$ cat src/ufi_pkg.sv
// Purpose: shared constants and types for the fifo control / interrupt status block
// Assumes: classic wishbone, 32-bit data, one word per register
// Notes: offsets and status codes are named here once
`default_nettype none
package ufi_pkg;
  localparam logic [3:0] UFI_ADR_FCTL = 4'h0;
  localparam logic [3:0] UFI_ADR_ISTAT = 4'h4;
  localparam logic [3:0] UFI_ADR_EFR = 4'h8;
  localparam logic [3:0] UFI_ADR_EVST = 4'hC;
  localparam logic [3:0] UFI_ADR_EVMSK = 4'h0;
  localparam logic [4:0] UFI_ADR_EVMSK5 = 5'h10;
  localparam logic [4:0] UFI_ADR_LVL = 5'h14;
  localparam int UFI_FEN_BIT = 0;
  localparam int UFI_RXRST_BIT = 1;
  localparam int UFI_EFEN_BIT = 4;
  localparam logic [5:0] UFI_RX_TRIG0 = 6'h08;
  localparam logic [5:0] UFI_RX_TRIG1 = 6'h10;
  localparam logic [5:0] UFI_RX_TRIG2 = 6'h18;
  localparam logic [5:0] UFI_RX_TRIG3 = 6'h1C;
  localparam logic [5:0] UFI_TX_TRIG0 = 6'h10;
  localparam logic [5:0] UFI_TX_TRIG1 = 6'h08;
  localparam logic [5:0] UFI_TX_TRIG2 = 6'h18;
  localparam logic [5:0] UFI_TX_TRIG3 = 6'h1E;
  localparam logic [5:0] UFI_CODE_LSR = 6'h06;
  localparam logic [5:0] UFI_CODE_RXD = 6'h04;
  localparam logic [5:0] UFI_CODE_RTO = 6'h0C;
  localparam logic [5:0] UFI_CODE_THR = 6'h02;
  localparam logic [5:0] UFI_CODE_MSR = 6'h00;
  localparam logic [5:0] UFI_CODE_XOFF = 6'h10;
  localparam logic [5:0] UFI_CODE_FLOW = 6'h20;
  localparam logic [7:0] UFI_FCTL_RST = 8'h00;
  localparam int UFI_NEV = 7;
  // event bit order in status/mask registers
  typedef enum logic [2:0] {
    UFI_EV_LSR = 3'b000, UFI_EV_RXD = 3'b001, UFI_EV_RTO = 3'b010,
    UFI_EV_THR = 3'b011, UFI_EV_MSR = 3'b100, UFI_EV_XOFF = 3'b101,
    UFI_EV_FLOW = 3'b110
  } ufi_ev_t;
  typedef struct packed {
    logic [7:0] fctl;
    logic [7:0] enhanced_feature_reg;
    logic [UFI_NEV-1:0] evst;
    logic [UFI_NEV-1:0] evmsk;
    logic xoff_hold;
    logic rx_clr;
    logic ack;
    logic [31:0] dat;
  } ufi_state_t;
endpackage : ufi_pkg
`default_nettype wire

$ cat src/ufi_fifo_isr.sv
// Purpose: fifo control register tail and prioritised interrupt status for one channel
// Assumes: wishbone classic slave, one system clock, fifo logic outside this block
// Notes: ack comes one cycle after the request is seen; unmapped reads return zero
//
// Our own choices: the Wishbone register port and the placing of the registers.
`default_nettype none
// Summary of operation
// rx fifo reset bit empties rx fifo
// shift register untouched; reset bit self-clears
// fifo enable bit gates both fifos
// other control bits load only with enable
// rx trigger codes give 8,16,24,28
// tx trigger codes give 16,8,24,30
// status read shows highest pending source only
// lower source hidden while higher pending
// codes for line, data, timeout, tx empty
// codes for modem, xoff, flow change
// top bits reflect fifo enable
// bits five, four need enhanced enable
// xoff bit holds until xon received
// bit five flags auto flow event
// bit zero low while interrupt pending
// rx interrupt at occupancy equal trigger
// tx interrupt when below trigger
// idle status reads zeros in bits five to one
module ufi_fifo_isr
  import ufi_pkg::*;
#(
  parameter int LVL_W = 6
) (
  input wire logic clock, // system clock, 125 MHz
  input wire logic arst_n, // async reset, active low
  input wire logic wb_cyc_i, // wishbone cycle
  input wire logic wb_stb_i, // wishbone strobe
  input wire logic wb_we_i, // write enable
  input wire logic [4:0] wb_adr_i, // byte address
  input wire logic [3:0] wb_sel_i, // byte lanes
  input wire logic [31:0] wb_dat_i, // write data
  output logic [31:0] wb_dat_o, // read data
  output logic wb_ack_o, // acknowledge
  input wire logic [LVL_W-1:0] rx_level, // rx fifo occupancy
  input wire logic [LVL_W-1:0] tx_level, // tx fifo occupancy
  input wire logic line_status_source, // line error pending
  input wire logic rx_timeout, // receive timeout pending
  input wire logic modem_status_source, // modem change pending
  input wire logic xoff_seen, // matching xoff pulse
  input wire logic xon_seen, // matching xon pulse
  input wire logic flow_event, // auto cts/rts event pulse
  output logic fifo_enable, // both fifos enabled
  output logic rx_fifo_clear, // one-cycle rx fifo clear
  output logic [LVL_W-1:0] rx_trigger, // rx trigger in bytes
  output logic [LVL_W-1:0] tx_trigger, // tx trigger in bytes
  output logic [7:0] interrupt_status, // live status value
  output logic irq // level interrupt
);

  function automatic logic [LVL_W-1:0] rx_trig_f(input logic [1:0] c);
    unique case (c)
      2'b00: rx_trig_f = LVL_W'(UFI_RX_TRIG0);
      2'b01: rx_trig_f = LVL_W'(UFI_RX_TRIG1);
      2'b10: rx_trig_f = LVL_W'(UFI_RX_TRIG2);
      2'b11: rx_trig_f = LVL_W'(UFI_RX_TRIG3);
    endcase
  endfunction

  function automatic logic [LVL_W-1:0] tx_trig_f(input logic [1:0] c);
    unique case (c)
      2'b00: tx_trig_f = LVL_W'(UFI_TX_TRIG0);
      2'b01: tx_trig_f = LVL_W'(UFI_TX_TRIG1);
      2'b10: tx_trig_f = LVL_W'(UFI_TX_TRIG2);
      2'b11: tx_trig_f = LVL_W'(UFI_TX_TRIG3);
    endcase
  endfunction

  ufi_state_t s_q, s_d;
  logic fen, efen, rx_hit, tx_low;
  logic [UFI_NEV-1:0] live, ev_set;
  logic [5:0] code;
  logic [7:0] isr_val;
  logic req, wr;

  assign fen = s_q.fctl[UFI_FEN_BIT];
  assign efen = s_q.enhanced_feature_reg[UFI_EFEN_BIT];
  assign rx_trigger = rx_trig_f(s_q.fctl[7:6]);
  assign tx_trigger = tx_trig_f(s_q.fctl[5:4]);
  assign rx_hit = fen && (rx_level == rx_trigger);
  assign tx_low = tx_level < tx_trigger;
  assign fifo_enable = fen;
  assign rx_fifo_clear = s_q.rx_clr;

  // live sources; xoff/flow only exist with enhanced features on
  always_comb begin
    live = '0;
    live[UFI_EV_LSR] = line_status_source;
    live[UFI_EV_RXD] = rx_hit;
    live[UFI_EV_RTO] = rx_timeout;
    live[UFI_EV_THR] = tx_low;
    live[UFI_EV_MSR] = modem_status_source;
    live[UFI_EV_XOFF] = efen && s_q.xoff_hold;
    live[UFI_EV_FLOW] = efen && s_q.evst[UFI_EV_FLOW];
  end

  // priority encoder: first true branch wins, so lower levels stay hidden
  always_comb begin
    code = UFI_CODE_MSR;
    if (live[UFI_EV_LSR]) begin
      code = UFI_CODE_LSR; // see
    end else if (live[UFI_EV_RTO]) begin
      code = UFI_CODE_RTO;
    end else if (live[UFI_EV_RXD]) begin
      code = UFI_CODE_RXD;
    end else if (live[UFI_EV_THR]) begin
      code = UFI_CODE_THR; // see
    end else if (live[UFI_EV_MSR]) begin
      code = UFI_CODE_MSR;
    end else if (live[UFI_EV_XOFF]) begin
      code = UFI_CODE_XOFF; // see
    end else if (live[UFI_EV_FLOW]) begin
      code = UFI_CODE_FLOW;
    end
    isr_val = {{2{fen}}, code[5:1], ~(|live)}; // see see
    if (!(|live)) begin
      isr_val[5:1] = '0;
    end
  end
  assign interrupt_status = isr_val;

  assign req = wb_cyc_i && wb_stb_i && !s_q.ack;
  assign wr = req && wb_we_i;
  assign wb_ack_o = s_q.ack;
  assign wb_dat_o = s_q.dat;
  assign irq = |(s_q.evst & s_q.evmsk);

  always_comb begin
    s_d = s_q;
    s_d.ack = req;
    s_d.rx_clr = 1'b0;
    // flow flag here is sticky inside live too, so take it from the flow_event pulse
    ev_set = live;
    ev_set[UFI_EV_FLOW] = flow_event;
    ev_set[UFI_EV_XOFF] = xoff_seen;
    if (xoff_seen) begin
      s_d.xoff_hold = 1'b1;
    end else if (xon_seen) begin
      s_d.xoff_hold = 1'b0;
    end
    s_d.dat = '0;
    if (req && !wb_we_i) begin
      unique case (wb_adr_i)
        {1'b0, UFI_ADR_FCTL}: s_d.dat = {24'h000000, s_q.fctl};
        {1'b0, UFI_ADR_ISTAT}: s_d.dat = {24'h000000, isr_val};
        {1'b0, UFI_ADR_EFR}: s_d.dat = {24'h000000, s_q.enhanced_feature_reg};
        {1'b0, UFI_ADR_EVST}: s_d.dat = {25'h0000000, s_q.evst};
        UFI_ADR_EVMSK5: s_d.dat = {25'h0000000, s_q.evmsk};
        UFI_ADR_LVL: s_d.dat = {16'h0000, 2'b00, tx_trigger, 2'b00, rx_trigger};
        default: s_d.dat = '0;
      endcase
    end
    if (wr && wb_sel_i[0]) begin
      unique case (wb_adr_i)
        {1'b0, UFI_ADR_FCTL}: begin
          s_d.fctl[UFI_FEN_BIT] = wb_dat_i[UFI_FEN_BIT];
          if (wb_dat_i[UFI_FEN_BIT]) begin
            s_d.fctl[7:2] = wb_dat_i[7:2];
            s_d.rx_clr = wb_dat_i[UFI_RXRST_BIT]; // see
          end
          s_d.fctl[UFI_RXRST_BIT] = 1'b0;
        end
        {1'b0, UFI_ADR_EFR}: s_d.enhanced_feature_reg = wb_dat_i[7:0];
        {1'b0, UFI_ADR_EVST}: s_d.evst = s_q.evst & ~wb_dat_i[UFI_NEV-1:0];
        UFI_ADR_EVMSK5: s_d.evmsk = wb_dat_i[UFI_NEV-1:0];
        default: ;
      endcase
    end
    // set wins over a clear in the same cycle
    s_d.evst = s_d.evst | ev_set;
  end

  always_ff @(posedge clock or negedge arst_n) begin
    if (!arst_n) begin
      s_q <= '0;
      s_q.fctl <= UFI_FCTL_RST;
    end else begin
      s_q <= s_d;
    end
  end

  // control register: enable gate, self-clearing rx reset, one-cycle clear pulse

  chk_rxclr_pulse: assert property (@(posedge clock) disable iff (!arst_n)
    rx_fifo_clear
    |=> !rx_fifo_clear)
    else $error("rx clear not one cycle");

  chk_fctl_gate: assert property (@(posedge clock) disable iff (!arst_n)
    (wr && wb_sel_i[0] && wb_adr_i == {1'b0, UFI_ADR_FCTL} && !wb_dat_i[UFI_FEN_BIT])
    |=> $stable(s_q.fctl[7:2]) && !rx_fifo_clear)
    else $error("fctl written without enable");

  chk_fctl_load: assert property (@(posedge clock) disable iff (!arst_n)
    (wr && wb_sel_i[0] && wb_adr_i == {1'b0, UFI_ADR_FCTL} && wb_dat_i[UFI_FEN_BIT])
    |=> s_q.fctl[7:2] == $past(wb_dat_i[7:2]))
    else $error("fctl bits not loaded");

  chk_fen_write: assert property (@(posedge clock) disable iff (!arst_n)
    (wr && wb_sel_i[0] && wb_adr_i == {1'b0, UFI_ADR_FCTL})
    |=> fifo_enable == $past(wb_dat_i[UFI_FEN_BIT]))
    else $error("fifo enable not written");

  chk_rxclr_cause: assert property (@(posedge clock) disable iff (!arst_n)
    rx_fifo_clear
    |-> $past(wr) && $past(wb_dat_i[UFI_RXRST_BIT]))
    else $error("rx clear without request");

  chk_rxrst_zero: assert property (@(posedge clock) disable iff (!arst_n)
    s_q.fctl[UFI_RXRST_BIT]
    == 1'b0)
    else $error("rx reset bit stuck");

  // trigger decode, every code of both fields

  chk_rx_trig0: assert property (@(posedge clock) disable iff (!arst_n)
    s_q.fctl[7:6] == 2'b00
    |-> rx_trigger == LVL_W'(UFI_RX_TRIG0))
    else $error("rx trigger code wrong");

  chk_rx_trig1: assert property (@(posedge clock) disable iff (!arst_n)
    s_q.fctl[7:6] == 2'b01
    |-> rx_trigger == LVL_W'(UFI_RX_TRIG1))
    else $error("rx trigger code wrong");

  chk_rx_trig2: assert property (@(posedge clock) disable iff (!arst_n)
    s_q.fctl[7:6] == 2'b10
    |-> rx_trigger == LVL_W'(UFI_RX_TRIG2))
    else $error("rx trigger code wrong");

  chk_rx_trig: assert property (@(posedge clock) disable iff (!arst_n)
    s_q.fctl[7:6] == 2'b11
    |-> rx_trigger == LVL_W'(UFI_RX_TRIG3))
    else $error("rx trigger code wrong");

  chk_tx_trig0: assert property (@(posedge clock) disable iff (!arst_n)
    s_q.fctl[5:4] == 2'b00
    |-> tx_trigger == LVL_W'(UFI_TX_TRIG0))
    else $error("tx trigger code wrong");

  chk_tx_trig: assert property (@(posedge clock) disable iff (!arst_n)
    s_q.fctl[5:4] == 2'b01
    |-> tx_trigger == LVL_W'(UFI_TX_TRIG1))
    else $error("tx trigger code wrong");

  chk_tx_trig2: assert property (@(posedge clock) disable iff (!arst_n)
    s_q.fctl[5:4] == 2'b10
    |-> tx_trigger == LVL_W'(UFI_TX_TRIG2))
    else $error("tx trigger code wrong");

  chk_tx_trig3: assert property (@(posedge clock) disable iff (!arst_n)
    s_q.fctl[5:4] == 2'b11
    |-> tx_trigger == LVL_W'(UFI_TX_TRIG3))
    else $error("tx trigger code wrong");

  // level compares feeding the data and transmit sources

  chk_rx_hit: assert property (@(posedge clock) disable iff (!arst_n)
    fen && rx_level == rx_trigger
    |-> live[UFI_EV_RXD])
    else $error("rx trigger missed");

  chk_rx_nohit: assert property (@(posedge clock) disable iff (!arst_n)
    rx_level != rx_trigger
    |-> !live[UFI_EV_RXD])
    else $error("rx trigger false");

  chk_tx_low: assert property (@(posedge clock) disable iff (!arst_n)
    tx_level < tx_trigger
    |-> live[UFI_EV_THR])
    else $error("tx empty missed");

  chk_tx_high: assert property (@(posedge clock) disable iff (!arst_n)
    tx_level >= tx_trigger
    |-> !live[UFI_EV_THR])
    else $error("tx empty false");

  // status value: priority order and the code of each level

  chk_idle_bit: assert property (@(posedge clock) disable iff (!arst_n)
    interrupt_status[0]
    == (interrupt_status[5:1] == 5'h00 && !(|live)))
    else $error("idle bit wrong");

  chk_idle_zero: assert property (@(posedge clock) disable iff (!arst_n)
    !(|live)
    |-> interrupt_status[5:0] == 6'h01)
    else $error("idle status not clean");

  chk_top_bits: assert property (@(posedge clock) disable iff (!arst_n)
    interrupt_status[7:6]
    == {2{fifo_enable}})
    else $error("top bits wrong");

  chk_lsr_first: assert property (@(posedge clock) disable iff (!arst_n)
    line_status_source
    |-> interrupt_status[5:0] == UFI_CODE_LSR)
    else $error("line status not top");

  chk_code_rto: assert property (@(posedge clock) disable iff (!arst_n)
    live[UFI_EV_RTO] && !live[UFI_EV_LSR]
    |-> interrupt_status[5:0] == UFI_CODE_RTO)
    else $error("timeout code wrong");

  chk_code_rxd: assert property (@(posedge clock) disable iff (!arst_n)
    live[UFI_EV_RXD] && !live[UFI_EV_LSR] && !live[UFI_EV_RTO]
    |-> interrupt_status[5:0] == UFI_CODE_RXD)
    else $error("data ready code wrong");

  chk_code_thr: assert property (@(posedge clock) disable iff (!arst_n)
    live[UFI_EV_THR] && !live[UFI_EV_LSR] && !live[UFI_EV_RXD] && !live[UFI_EV_RTO]
    |-> interrupt_status[5:0] == UFI_CODE_THR)
    else $error("tx empty code wrong");

  chk_code_msr: assert property (@(posedge clock) disable iff (!arst_n)
    live[UFI_EV_MSR] && !(|live[UFI_EV_THR:UFI_EV_LSR])
    |-> interrupt_status[5:0] == UFI_CODE_MSR)
    else $error("modem code wrong");

  chk_code_xoff: assert property (@(posedge clock) disable iff (!arst_n)
    live[UFI_EV_XOFF] && !(|live[UFI_EV_MSR:UFI_EV_LSR])
    |-> interrupt_status[5:0] == UFI_CODE_XOFF)
    else $error("xoff code wrong");

  chk_code_flow: assert property (@(posedge clock) disable iff (!arst_n)
    live[UFI_EV_FLOW] && !(|live[UFI_EV_XOFF:UFI_EV_LSR])
    |-> interrupt_status[5:0] == UFI_CODE_FLOW)
    else $error("flow code wrong");

  chk_thr_hidden: assert property (@(posedge clock) disable iff (!arst_n)
    live[UFI_EV_LSR] && live[UFI_EV_THR]
    |-> interrupt_status[5:0] != UFI_CODE_THR)
    else $error("tx empty shown over line");

  chk_xoff_hidden: assert property (@(posedge clock) disable iff (!arst_n)
    live[UFI_EV_MSR] && live[UFI_EV_XOFF]
    |-> interrupt_status[4] == 1'b0)
    else $error("xoff shown over modem");

  chk_flow_hidden: assert property (@(posedge clock) disable iff (!arst_n)
    live[UFI_EV_XOFF] && live[UFI_EV_FLOW]
    |-> interrupt_status[5] == 1'b0)
    else $error("flow shown over xoff");

  // enhanced sources only count with the enhanced enable set

  chk_enh_bits: assert property (@(posedge clock) disable iff (!arst_n)
    !efen
    |-> interrupt_status[5:4] == 2'b00)
    else $error("enhanced bits leak");

  chk_enh_live: assert property (@(posedge clock) disable iff (!arst_n)
    !efen
    |-> !live[UFI_EV_XOFF] && !live[UFI_EV_FLOW])
    else $error("enhanced source live");

  chk_xoff_hold: assert property (@(posedge clock) disable iff (!arst_n)
    xoff_seen || (s_q.xoff_hold && !xon_seen)
    |=> s_q.xoff_hold)
    else $error("xoff not held");

  chk_xoff_clear: assert property (@(posedge clock) disable iff (!arst_n)
    xon_seen && !xoff_seen
    |=> !s_q.xoff_hold)
    else $error("xoff not released");

  chk_flow_sticky: assert property (@(posedge clock) disable iff (!arst_n)
    flow_event
    |=> s_q.evst[UFI_EV_FLOW])
    else $error("flow event lost");

  // bus side: registered ack, read data only while acked

  chk_ack_once: assert property (@(posedge clock) disable iff (!arst_n)
    wb_ack_o
    |=> !wb_ack_o)
    else $error("ack held two cycles");

  chk_ack_cause: assert property (@(posedge clock) disable iff (!arst_n)
    wb_ack_o
    |-> $past(wb_cyc_i && wb_stb_i))
    else $error("ack without request");

  chk_dat_idle: assert property (@(posedge clock) disable iff (!arst_n)
    !wb_ack_o
    |-> wb_dat_o == 32'h00000000)
    else $error("read data outside ack");

endmodule // ufi_fifo_isr
`default_nettype wire

$ cat config.mk
export PLATFORM = sky130hd
export DESIGN_NAME = ufi_fifo_isr
export DESIGN_NICKNAME = d
export VERILOG_FILES = /design/src/ufi_pkg.sv /design/src/ufi_fifo_isr.sv
export SDC_FILE = /design/constraint.sdc
export NUM_CORES = 1
export LEC_CHECK = 0
export ABC_AREA = 1
export CORE_MARGIN = 10
export CORE_UTILIZATION = 63
export DETAILED_ROUTE_END_ITERATION = 6
export DONT_BUFFER_PORTS = 1
export PLACE_DENSITY = 0.84
export SYNTH_ARGS = -nofsm -noshare
export SYNTH_HDL_FRONTEND = slang
export SYNTH_SLANG_ARGS = --single-unit
$ cat constraint.sdc
create_clock -name clock -period 2.08 [get_ports clock]
set_input_delay 0.312 -clock clock [delete_from_list [all_inputs] [get_ports clock]]
set_output_delay 0.312 -clock clock [all_outputs]
set_load 0.03 [all_outputs]
==> impl_results.md <==
- Clock Tree Root: clkbuf_8
- Fin. Hold Viols: 0
- Vias in the first global route: approximately 2100
- Clock Path Buffers: 2
- Synth unique cells: 32
- Number of port buffers: 0
- Final #Nets: 406
- CTS tree: built
- Crit Reg-Reg Endpoint: wb_dat_o[4]
- Largest stage delay, worst path: roughly 400 ps
- Initial antenna violation count: 0
- Routability Congestion: roughly 0.9
- CTS Sinks: 43
- Arrival @ worst endpoint: a little under 2000 ps
- CTS buffer count: 5
- Clk slew on worst S/H paths: about 80 ps
- Critical path required time: 1770 ps
- CP endpoint kind: output port
- Crit start category: register
- Post-layout min period: between 2000 and 2500 ps
- Power Dens Cells: between 600 and 700 mW/mm^2
- Worst clock skew: between 5 and 6 ps
- Commonest non-fill, non-tap cell in the layout: nand2_1
- Hold path depth: 2
- Critical-path top delay cell: dfrtp_1
- Post-route ant nets: 0
- Global Route Usage Sum: between 10% and 20%
- Drt first-iter violations: 260
- H-tree levels: 2
- Fillers: 305
- Routed wire per std cell: ~17 um
- Placeable Area: ~0.0040 mm^2
- Max frequency: about 0.44 GHz
- Power, Total: 1.694 mW
- Worst vdd ir: about 390 uV
- Synth Area per Inst: 7.773 um^2
- Post-Syn Area: 0.002557 mm^2
- P_int: ~1.2 mW
- Max-Cap Viols: 0
- Initial Util: between 60% and 70%
- R2r setup slk: about 130 ps
- Layout cells sized above 1: roughly 22%
- Share of total power in sequential cells: around 52%
- Synth Warn #: 0
- Rel. slew slack: between 40% and 50%
- Grt total ovfl: 0
- Die ar.: ~0.0070 mm^2
- WS Path Type: register to output port
- Sequential area share after synthesis: between 40% and 50%
- Routed WL: around 6700 um
- Pins Over Slew Limit: 0
- Worst skew pair latency: about 300 ps
- Clk pwr share: 31.5%
- Status: finished, violations left
- # diodes: 0
- R2R Path Start: s_q[61]
- Synth Register Bits: 43
- Hold path endpoint: s_q[48]
- P_sw: around 0.50 mW
- Measured slew at the worst slew-check pin: roughly 760 ps
- Failing checks: setup timing
- # IOs: 120
- Area Overhead vs Synth: 8.904%
- Vias: 2193
- Die H: ~84 um
- Most frequent cells in the layout: nand2_1 (71), inv_1 (41), dfrtp_1 (40), conb_1 (25)
- Cell Rows: 23
- Post-layout util: about 70%
- Reg2reg path depth: 12
- Largest net degree at the start of global routing: 44
- Pre-antenna DRT Iters: 5
- Setup TNS Final: -733.4 ps
- Drt via density: about 5.6
- First-pass GRT wire length: just over 10000 um
- Final Cycle Share: 110.3%
- Endpoints failing setup: 4
- CP Cell Sequence: inv_2 > nor2_4 > ha_4 > inv_1 > nor2_2 > nand2_2 > nand2_1 > and2b_4 > nor3_2 > buf_4
- Dpl ws: approximately 80 ps
- Cells after synthesis: 329
- Setup WS post-layout: -213.4 ps
- Die Width: roughly 84 um
- Switching Share: approximately 30%
- RSZ-0062 raised after global routing: true
- Final HPWL DP: between 4000 and 5000 um
- Class of the worst hold path: input pin to register
- DRC Markers: 0
- Hold_sp: flow_event
- Crit path max fanout: 4
- LEAKAGE: ~1.4 nW
- Comb power frac: 16.4%
critical path, delay by kind of cell (launching register included):
kind                     cells  cell delay (ps)
AND/OR/NAND/NOR              6              700
adder cells (fa/ha/maj)      1              250
buffers and inverters        3              330
flip-flops                   1              400
cell usage after synthesis:
cell type / instances / area share [%]
nor2_2: 4 / 0.98
nand2_4: 1 / 0.44
nand3_1: 9 / 1.8
nand2_1: 73 / 11
nand2_2: 9 / 2.2
o22ai_1: 1 / 0.24
a21oi_1: 7 / 1.4
buf_2: 1 / 0.20
a21oi_2: 2 / 0.69
o211ai_1: 2 / 0.59
a31oi_1: 1 / 0.24
nor3_1: 6 / 1.2
o21ai_1: 21 / 4.1
nand3b_1: 1 / 0.29
or2_1: 1 / 0.24
nor2_4: 2 / 0.88
inv_1: 42 / 6.2
conb_1: 1 / 0.15
nand3_2: 5 / 2.0
buf_6: 2 / 0.88
ha_1: 3 / 1.5
o21ai_0: 16 / 3.1
clkinv_2: 1 / 0.20
a221oi_1: 1 / 0.34
and2b_4: 1 / 0.39
buf_4: 40 / 12
o2111ai_1: 1 / 0.34
inv_2: 4 / 0.59
a22oi_1: 1 / 0.29
nand4_1: 2 / 0.49
nor2_1: 25 / 3.7
dfrtp_1: 43 / 42
final cells by class:
| class | count | area (um^2) | share of cell area (%) |
|---|---|---|---|
| multi-input combinational | 220 | 1189 | 42.68 |
| tap | 50 | 62.56 | 2.246 |
| clock inverter | 1 | 5.005 | 0.1797 |
| inverter | 47 | 178.9 | 6.424 |
| timing repair buffer | 22 | 187.7 | 6.739 |
| sequential | 43 | 1080 | 38.77 |
| clock buffer | 6 | 82.58 | 2.965 |
routing by layer:
metal	wire [um]	global-route usage [%]	share of wire, %
met1	2527	20.66	37
met2	3189	27.32	47
met3	900	7.324	13
met4	122	6.697	1.8
met5	0	0	0
what timing repair did:
item / in CTS / in global routing
hold endpoints to repair: 43 / 0
pin swaps: 5 / 7
buffers inserted: 3 / 6
endpoints found under the setup margin: 4 / 5
resized for setup: 14 / 13
hold buffers: 2 / 0
power groups by stage:
stage | clock, mW | combinational, mW | sequential, mW
global placement | 0 | 0.218 | 0.895
detailed placement | 0 | 0.223 | 0.895
global route | 0.576 | 0.304 | 0.883
CTS | 0.541 | 0.258 | 0.879
floorplan | 0 | 0.224 | 0.894
finish | 0.534 | 0.278 | 0.881
metrics by stage:
stage | hold slack, ps | area (um^2) | cells
final | 114.3 | 2785 | 389
after detailed placement | 17.93 | 2470 | 371
after global routing | 116.0 | 2785 | 389
after floorplan | 16.41 | 2653 | 353
after global placement | 18.29 | 2470 | 371
after CTS | 111.6 | 2673 | 383
how the worst max path moves through the flow:
stage	start	to	slack, ps
2_1_floorplan	s_q[61]	interrupt_status[4]	-200
3_3_place_gp	s_q[61]	interrupt_status[4]	140
3_5_place_dp	s_q[61]	interrupt_status[1]	80
4_1_cts	s_q[61]	interrupt_status[0]	-140
5_1_grt	s_q[61]	interrupt_status[5]	-250
6_report	s_q[61]	interrupt_status[5]	-210
cell families (layout without fill, tap and decap cells):
family,after synthesis,in the layout,share of synthesized area [%]
AOI/OAI and AO/OA,53,53,11.35
buffers and inverters,90,76,19.76
and+or+nand+nor,139,139,25.20
adders and majority gates,3,3,1.468
other,1,25,0.1466
DFF,43,43,42.07
flip-flops by register name, indices dropped and copies added, names as in the netlist:
signal         cells
efen               1
fifo_enable        1
wb_dat_o          11
rx_fifo_clear      1
s_q               28
wb_ack_o           1
No activity file was read; power rests on OpenSTA's default activity.
